## config.mk

```make
export PLATFORM = sky130hd
export DESIGN_NAME = pdcr_top
export DESIGN_NICKNAME = d
export VERILOG_FILES = /design/src/include/pdcr_pkg.sv /design/src/core/pdcr_chan_decode.sv /design/src/core/pdcr_top.sv
export VERILOG_INCLUDE_DIRS = /design/src /design/src/include
export SDC_FILE = /design/constraint.sdc
export NUM_CORES = 1
export LEC_CHECK = 0
export ABC_AREA = 1
export BUFFER_PORTS_ARGS = -buffer_cell sky130_fd_sc_hd__buf_4
export CAP_MARGIN = 10
export CORE_MARGIN = 2
export CORE_UTILIZATION = 56
export CTS_CLUSTER_SIZE = 16
export DETAILED_ROUTE_END_ITERATION = 8
export GPL_TIMING_DRIVEN = 0
export PLACE_DENSITY = 0.82
export SLEW_MARGIN = 20
export SYNTH_ARGS = -nofsm -noshare
export SYNTH_HDL_FRONTEND = slang
export SYNTH_SLANG_ARGS = --single-unit
export TNS_END_PERCENT = 30
```

## constraint.sdc

```tcl
create_clock -name CLK_SYS -period 2.2 [get_ports CLK_SYS]
set_input_delay 0.55 -clock CLK_SYS [delete_from_list [all_inputs] [get_ports CLK_SYS]]
set_output_delay 0.55 -clock CLK_SYS [all_outputs]
set_load 0.01 [all_outputs]
```

## src/include/pdcr_cfg.svh

```systemverilog
// Purpose: Addresses, field positions and reset values of the driver control register
// Assumes: One 16-bit word per channel at the same address
// Notes:   Definitions only
`ifndef PDCR_CFG_SVH
`define PDCR_CFG_SVH

// ****************************************
// Address map
// ****************************************
`define PDCR_ADDR_W           7
`define PDCR_DRIVER_CONTROL   7'h19

// ****************************************
// Field positions
// ****************************************
`define PDCR_DAT_ROUTE_HI     15
`define PDCR_DAT_ROUTE_SEL    14
`define PDCR_RCV_ROUTE_HI     13
`define PDCR_RCV_ROUTE_SEL    12
`define PDCR_CLC_MSB          11
`define PDCR_CLC_LSB          9
`define PDCR_RSVD_MSB         8
`define PDCR_RSVD_LSB         5
`define PDCR_TERM_FLOAT       4
`define PDCR_FSTATE_MSB       3
`define PDCR_FSTATE_LSB       2
`define PDCR_FORCE            1
`define PDCR_ENABLE           0

// ****************************************
// Reset and masks
// ****************************************
`define PDCR_CTRL_RESET       16'h0000
`define PDCR_CTRL_WMASK       16'hfe1f
`define PDCR_CLC_OFF          3'h0

`endif

```

## src/include/pdcr_pkg.sv

```systemverilog
// Purpose: Types shared by the driver control register block
// Assumes: Constants live in pdcr_cfg.svh
// Notes:   Driver state is one-hot
package pdcr_pkg;

    // ****************************************
    // Driver output states
    // ****************************************
    typedef enum logic [4:0] {
        PDCR_DRV_OFF  = 5'h01,
        PDCR_DRV_LOW  = 5'h02,
        PDCR_DRV_HIGH = 5'h04,
        PDCR_DRV_TERM = 5'h08,
        PDCR_DRV_HIZ  = 5'h10
    } pdcr_drv_state_t;

    // ****************************************
    // Forced-state field codes
    // ****************************************
    typedef enum logic [1:0] {
        PDCR_FRC_LOW  = 2'h0,
        PDCR_FRC_HIGH = 2'h1,
        PDCR_FRC_TERM = 2'h2,
        PDCR_FRC_HIZ  = 2'h3
    } pdcr_force_code_t;

    typedef logic [15:0] pdcr_word_t;

endpackage

```

## src/core/pdcr_chan_decode.sv

```systemverilog
// Purpose: Turns one channel's control word and routed inputs into a driver state
// Assumes: Inputs already synchronised and routed
// Notes:   Purely combinational; the top registers the results
`timescale 1ns/1ps
`include "pdcr_cfg.svh"

module pdcr_chan_decode
    import pdcr_pkg::*;
(
    // Control word
    input  wire pdcr_word_t      ctrl,
    // Routed high-speed inputs
    input  wire logic            data_in,
    input  wire logic            recv_in,
    // Decoded controls
    output pdcr_drv_state_t      drv_state,
    output logic                 clc_enable,
    output logic [2:0]           clc_strength
);

    logic             enable;
    logic             force_on;
    logic             term_float;
    pdcr_force_code_t fcode;

    assign enable     = ctrl[`PDCR_ENABLE];
    assign force_on   = ctrl[`PDCR_FORCE];
    assign term_float = ctrl[`PDCR_TERM_FLOAT];
    assign fcode      = pdcr_force_code_t'(ctrl[`PDCR_FSTATE_MSB:`PDCR_FSTATE_LSB]);

    // ****************************************
    // Pre-emphasis
    // ****************************************
    always_comb begin
        clc_strength = ctrl[`PDCR_CLC_MSB:`PDCR_CLC_LSB];
        clc_enable   = enable && (clc_strength != `PDCR_CLC_OFF);
    end

    // ****************************************
    // Driver truth table
    // ****************************************
    always_comb begin
        if (!enable) begin
            drv_state = PDCR_DRV_OFF;
        end else if (force_on) begin
            unique case (fcode)
                PDCR_FRC_LOW:  drv_state = PDCR_DRV_LOW;
                PDCR_FRC_HIGH: drv_state = PDCR_DRV_HIGH;
                PDCR_FRC_TERM: drv_state = PDCR_DRV_TERM;
                PDCR_FRC_HIZ:  drv_state = PDCR_DRV_HIZ;
            endcase
        end else if (recv_in) begin
            drv_state = term_float ? PDCR_DRV_HIZ : PDCR_DRV_TERM;
        end else begin
            drv_state = data_in ? PDCR_DRV_HIGH : PDCR_DRV_LOW;
        end
    end

endmodule

```

## src/core/pdcr_top.sv

```systemverilog
// Purpose: Per-channel driver control register and driver state decode, two channels
// Assumes: Register accesses arrive as single-cycle strobes from the serial port logic on CLK_SYS
// Notes:   High-speed inputs are asynchronous and pass a two-stage synchroniser
//
// Function
// The 16-bit driver control word sits at address 0x19 with its own copy for channel 0 and channel 1.
// Bits 15:14 route the data input, clear takes the own channel and set takes the other channel.
// Bits 13:12 route the receive input, clear takes the own channel and set takes the other channel.
// Bits 11:9 set the cable-loss pre-emphasis strength from minimum at 001 up to 111.
// A cable-loss field of 000 applies no pre-emphasis while any other value enables it when bit 0 is set.
// Bit 4 picks termination when clear or high impedance when set while the receive input is high.
// Bits 3:2 pick the forced state: low, high, termination or high impedance.
// Bit 1 set forces the driver to the chosen state and ignores the data and receive inputs.
// Forcing acts only while enabled and overrides bit 4 and both high-speed inputs.
// Bit 0 clear holds the driver disabled in low leakage regardless of everything else.
// Bit 0 set lets the driver follow bit 4, the force controls and the inputs per the truth table.
// Bits 8:5 are reserved, should be written as zero and always read as zero.
`timescale 1ns/1ps
`include "pdcr_cfg.svh"

module pdcr_top
    import pdcr_pkg::*;
(
    // Clock and reset
    input  wire logic                    CLK_SYS,
    input  wire logic                    RST_N,
    // Register access from the serial port logic
    input  wire logic                    CFG_WR,
    input  wire logic                    CFG_RD,
    input  wire logic [`PDCR_ADDR_W-1:0] CFG_ADDR,
    input  wire logic [1:0]              CFG_CH_SEL,
    input  wire logic [15:0]             CFG_WDATA,
    output logic [15:0]                  CFG_RDATA,
    output logic                         CFG_RVALID,
    // High-speed inputs from the pattern formatter
    input  wire logic [1:0]              HS_DATA_IN,
    input  wire logic [1:0]              HS_RECEIVE_IN,
    // Driver controls, channel 0
    output logic [4:0]                   DRV_STATE_0,
    output logic                         CLC_EN_0,
    output logic [2:0]                   CABLE_LOSS_STRENGTH_0,
    // Driver controls, channel 1
    output logic [4:0]                   DRV_STATE_1,
    output logic                         CLC_EN_1,
    output logic [2:0]                   CABLE_LOSS_STRENGTH_1
);

    // ****************************************
    // Helpers
    // ****************************************
    function automatic logic hit(input logic [`PDCR_ADDR_W-1:0] a);
        hit = (a == `PDCR_DRIVER_CONTROL);
    endfunction

    function automatic logic pick(input logic [1:0] v, input int unsigned ch, input logic other);
        pick = other ? v[1-ch] : v[ch];
    endfunction

    // ****************************************
    // Control registers
    // ****************************************
    pdcr_word_t ctrl_q [2];
    pdcr_word_t ctrl_d [2];

    always_comb begin
        for (int c = 0; c < 2; c++) begin
            ctrl_d[c] = ctrl_q[c];
            if (CFG_WR && hit(CFG_ADDR) && CFG_CH_SEL[c]) begin
                ctrl_d[c] = CFG_WDATA & `PDCR_CTRL_WMASK;
            end
        end
    end

    always_ff @(posedge CLK_SYS or negedge RST_N) begin
        if (!RST_N) begin
            ctrl_q[0] <= `PDCR_CTRL_RESET;
            ctrl_q[1] <= `PDCR_CTRL_RESET;
        end else begin
            ctrl_q[0] <= ctrl_d[0];
            ctrl_q[1] <= ctrl_d[1];
        end
    end

    // ****************************************
    // Read path
    // ****************************************
    logic [15:0] rdata_q;
    logic [15:0] rdata_d;
    logic        rvalid_q;
    logic        rvalid_d;

    always_comb begin
        rvalid_d = CFG_RD;
        rdata_d  = rdata_q;
        if (CFG_RD) begin
            if (!hit(CFG_ADDR)) begin
                rdata_d = 16'h0000;
            end else if (CFG_CH_SEL[0]) begin
                rdata_d = ctrl_q[0];
            end else begin
                rdata_d = ctrl_q[1];
            end
        end
    end

    always_ff @(posedge CLK_SYS or negedge RST_N) begin
        if (!RST_N) begin
            rdata_q  <= 16'h0000;
            rvalid_q <= 1'b0;
        end else begin
            rdata_q  <= rdata_d;
            rvalid_q <= rvalid_d;
        end
    end

    assign CFG_RDATA  = rdata_q;
    assign CFG_RVALID = rvalid_q;

    // ****************************************
    // Input synchronisers
    // ****************************************
    logic [1:0] dat_s1_q;
    logic [1:0] dat_s2_q;
    logic [1:0] rcv_s1_q;
    logic [1:0] rcv_s2_q;

    always_ff @(posedge CLK_SYS or negedge RST_N) begin
        if (!RST_N) begin
            dat_s1_q <= 2'h0;
            dat_s2_q <= 2'h0;
            rcv_s1_q <= 2'h0;
            rcv_s2_q <= 2'h0;
        end else begin
            dat_s1_q <= HS_DATA_IN;
            dat_s2_q <= dat_s1_q;
            rcv_s1_q <= HS_RECEIVE_IN;
            rcv_s2_q <= rcv_s1_q;
        end
    end

    // ****************************************
    // Routing and decode per channel
    // ****************************************
    logic [1:0]      dat_route;
    logic [1:0]      rcv_route;
    pdcr_drv_state_t state_c [2];
    logic [1:0]      clc_en_c;
    logic [2:0]      clc_str_c [2];

    for (genvar g = 0; g < 2; g++) begin : g_ch
        assign dat_route[g] = pick(dat_s2_q, g, ctrl_q[g][`PDCR_DAT_ROUTE_SEL]);
        assign rcv_route[g] = pick(rcv_s2_q, g, ctrl_q[g][`PDCR_RCV_ROUTE_SEL]);

        pdcr_chan_decode u_dec (
            .ctrl         (ctrl_q[g]),
            .data_in      (dat_route[g]),
            .recv_in      (rcv_route[g]),
            .drv_state    (state_c[g]),
            .clc_enable   (clc_en_c[g]),
            .clc_strength (clc_str_c[g])
        );
    end

    // ****************************************
    // Output registers
    // ****************************************
    pdcr_drv_state_t st0_q;
    pdcr_drv_state_t st1_q;
    logic [1:0]      clc_en_q;
    logic [2:0]      str0_q;
    logic [2:0]      str1_q;

    always_ff @(posedge CLK_SYS or negedge RST_N) begin
        if (!RST_N) begin
            st0_q    <= PDCR_DRV_OFF;
            st1_q    <= PDCR_DRV_OFF;
            clc_en_q <= 2'h0;
            str0_q   <= 3'h0;
            str1_q   <= 3'h0;
        end else begin
            st0_q    <= state_c[0];
            st1_q    <= state_c[1];
            clc_en_q <= clc_en_c;
            str0_q   <= clc_str_c[0];
            str1_q   <= clc_str_c[1];
        end
    end

    assign DRV_STATE_0           = st0_q;
    assign DRV_STATE_1           = st1_q;
    assign CLC_EN_0              = clc_en_q[0];
    assign CLC_EN_1              = clc_en_q[1];
    assign CABLE_LOSS_STRENGTH_0 = str0_q;
    assign CABLE_LOSS_STRENGTH_1 = str1_q;

endmodule

```

==> reports/metrics.cfg <==
[floorplanning]
io_pins=68
starting_density_of_the_core_pct=57.53
std_cell_rows=25
dieArea_um2=5358
core_area_um2=4661
floorplan.die.height_um=73.20
dieWidth_um=73.20

[global_route]
antenna_violations_before_repair=0
grt_first_pass_wirelength_um=9908
grt_overflow_total=0
maximum_number_of_pins_on_one_net_before_global_route_repair=64
grt_util_all_layers_pct=25.02
first_global_vias=2218

[critical_path]
cp.required_ns=1.65
critical_path_arrival_ns=0.95
reg2reg_depth=4
rr_startpoint=ctrl_q[28]
crit_end=DRV_STATE_1[0]
worst_path_dominant_cell_family=flip-flops
critical_path_cell_count=1
cells_traversed_along_the_worst_timing_path=buf_4
reg2reg_slack_ns=0.93
end_kind=output port
worst-path-max-fanout=1
cp_slowest_cell=dfstp_2
critical_path.max_stage_delay_ns=0.51
crit_start=DRV_STATE_1[0]
setup.worst_path.start_class=flop
path_buf_inv=1
timing.setup.critical_path_class=reg -> out
endpoint_of_the_worst_slack_reg_to_reg_timing_path=DRV_STATE_0[1]

[routing]
drt-vias-per-instance=5.465
pre_antenna_drt_iters=4
routed_wirelength_um=6101
drc_errors=0
final_antenna_net_count=0
drt_iter0_markers=140
route.vias.total=2268
wl_per_cell_um=14.70

[cells_and_area]
antenna_cells=0
layout-drive-gt1-share_pct=29.09
number_of_nets_in_the_final_layout=389
areaGrowthSynthToFinish_pct=26.27
final_util_pct=72.64
finalNonFillerCells=415

[sta]
layout_setup_ws_ns=0.6992
report.final.setup_viol=0
transition_time_at_the_pin_with_the_least_slew_margin_ns=0.7550
max-slew-margin-rel_pct=49.66
setup_tns_after_final_layout_ns=0
layout_min_cycle_time_ns=1.501
final_min_period_over_clock_period_pct=68.22
rsz0062_at_grt=no
fin_worst_hold_slack_ns=0.2933
clock_skew_ns=0.006162
slew_violations=0
max_freq_ghz=0.6663
hold_viol_final=0

[place]
place_worst_setup_slack_ns=0.6302
gp_congestion=0.8479
dpl_wire_length_um=4290
io_buffer_count=57
dp_cells=399

[hold_path]
hold_path_class=in -> async

[synthesis]
synth.ff_latch_count=63
syn_area_um2=2681
synth-edff-count=0
synthFlopType=dfrtp_1
sequential_cell_area_fraction_in_the_yosys_report_pct=58.89
netlist.area_leader.share_pct=56.93
synth_warnings=0
yosys.cell_types.count=24
synthCells=285
syn_avg_cell_area_um2=9.408
yosysMostFrequentCell=nand2_1
synth_area_leader_cell=dfrtp_1
share_of_async_settable_or_async_resettable_flops_after_synthesis_pct=100.0
netlist_top_cells_area=dfrtp_1, nand2_1, nand4_1
post_synth_most_frequent_cells=nand2_1, dfrtp_1, nand4_1

[clocking]
h-tree-depth=3
cts-buffers-inserted=9
cts-hold-fix-buffers=0
cts_setup_buffers=0
clock_latency_on_the_worst_skew_pair_ns=0.34
clockBufferDepth=2
worst_setup_hold_path_clk_slew_ns=0.07
cts_root_buffer=clkbuf_8
clock_sink_count=63
post_cts_resized=0
tritoncts_clock_tree=done

[pwr]
ir_drop_v=0.0003556
power_density_nw_per_um2=715.5
leakage_nw=1.835

[status]
run_status=finished clean

[flow_run]
max_cap_violations=0

layout make-up:
type,instances,area [µm²]
repair buffers,57,427.9
fillers,329,1275
clock inverters,6,60.06
plain buffers,20,132.6
well taps,54,67.56
clock buffers,10,137.6
flip-flops and latches,63,1579
inverters,25,93.84
multi-input cells,180,887.1
where the power goes:
part	switching, W	total [W]	leakage [nW]	internal (W)
registers	0.0000281	0.00123	0.847	0.00120
clock network	0.000438	0.000985	0.0981	0.000547
logic	0.000129	0.000211	0.890	0.0000818
metrics by stage:
| step | cell area [µm²] | total power, W |
|---|---|---|
| floorplan | 2693 | 0.001344 |
| global placement | 3188 | 0.001449 |
| detailed placement | 3188 | 0.001456 |
| CTS | 3386 | 0.002427 |
| global route | 3386 | 0.002515 |
| finish | 3386 | 0.002422 |
worst min-delay path by stage:
stage                              from                       end  depth (start not counted)
final                             RST_N            DRV_STATE_0[1]                          1
after global routing      HS_DATA_IN[1]               dat_s1_q[1]                          1
after CTS                 HS_DATA_IN[0]               dat_s1_q[0]                          1
after detailed placement    dat_s1_q[1]               dat_s2_q[1]                          0
after global placement      dat_s1_q[1]               dat_s2_q[1]                          0
after floorplan                   RST_N  CABLE_LOSS_STRENGTH_0[0]                          0
state kept, by name, summed over array words and instances, names as in the netlist:
name and cells:
CFG_RDATA 12, rcv_s2_q 2, dat_s2_q 2, clc_en_q 2, dat_s1_q 2, CFG_RVALID 1, ctrl_q 24, DRV_STATE_1 5
DRV_STATE_0 5, rcv_s1_q 2, CABLE_LOSS_STRENGTH_0 3, CABLE_LOSS_STRENGTH_1 3
cell usage in the layout (no fill, tap or decap), types with 7 or more instances in the layout:
| cell type | Yosys | layout |
|---|---|---|
| a21oi_1 | 16 | 16 |
| buf_2 | 10 | 10 |
| buf_4 | 5 | 62 |
| clkbuf_8 | 0 | 10 |
| dfrtp_1 | 61 | 61 |
| inv_1 | 22 | 22 |
| nand2_1 | 84 | 84 |
| nand3_1 | 16 | 16 |
| nand4_1 | 26 | 26 |
| nor2_1 | 10 | 10 |
| o21ai_0 | 7 | 7 |
layer usage:
metal  global-route usage (%)  share of wire, %  vias to the layer above  wire length [µm]
met3                    7.735               8.0                       25               491
met4                    12.35               3.1                        0               187
met5                        0                 0                        -                 0
met1                    31.50                40                     1052              2428
met2                    39.14                49                      113              2994
li1                         -                 -                     1078                 -
kinds of logic (layout without fill, tap and decap cells):
kind of cell,count (synthesis),count (layout),share of synthesized area [%]
simple gates,141,141,23.99
other cells,1,4,0.1399
buf+inv,45,118,8.446
compound gates,35,35,8.539
flops,63,63,58.89
Note: power is estimated with default switching activity, not from simulation.
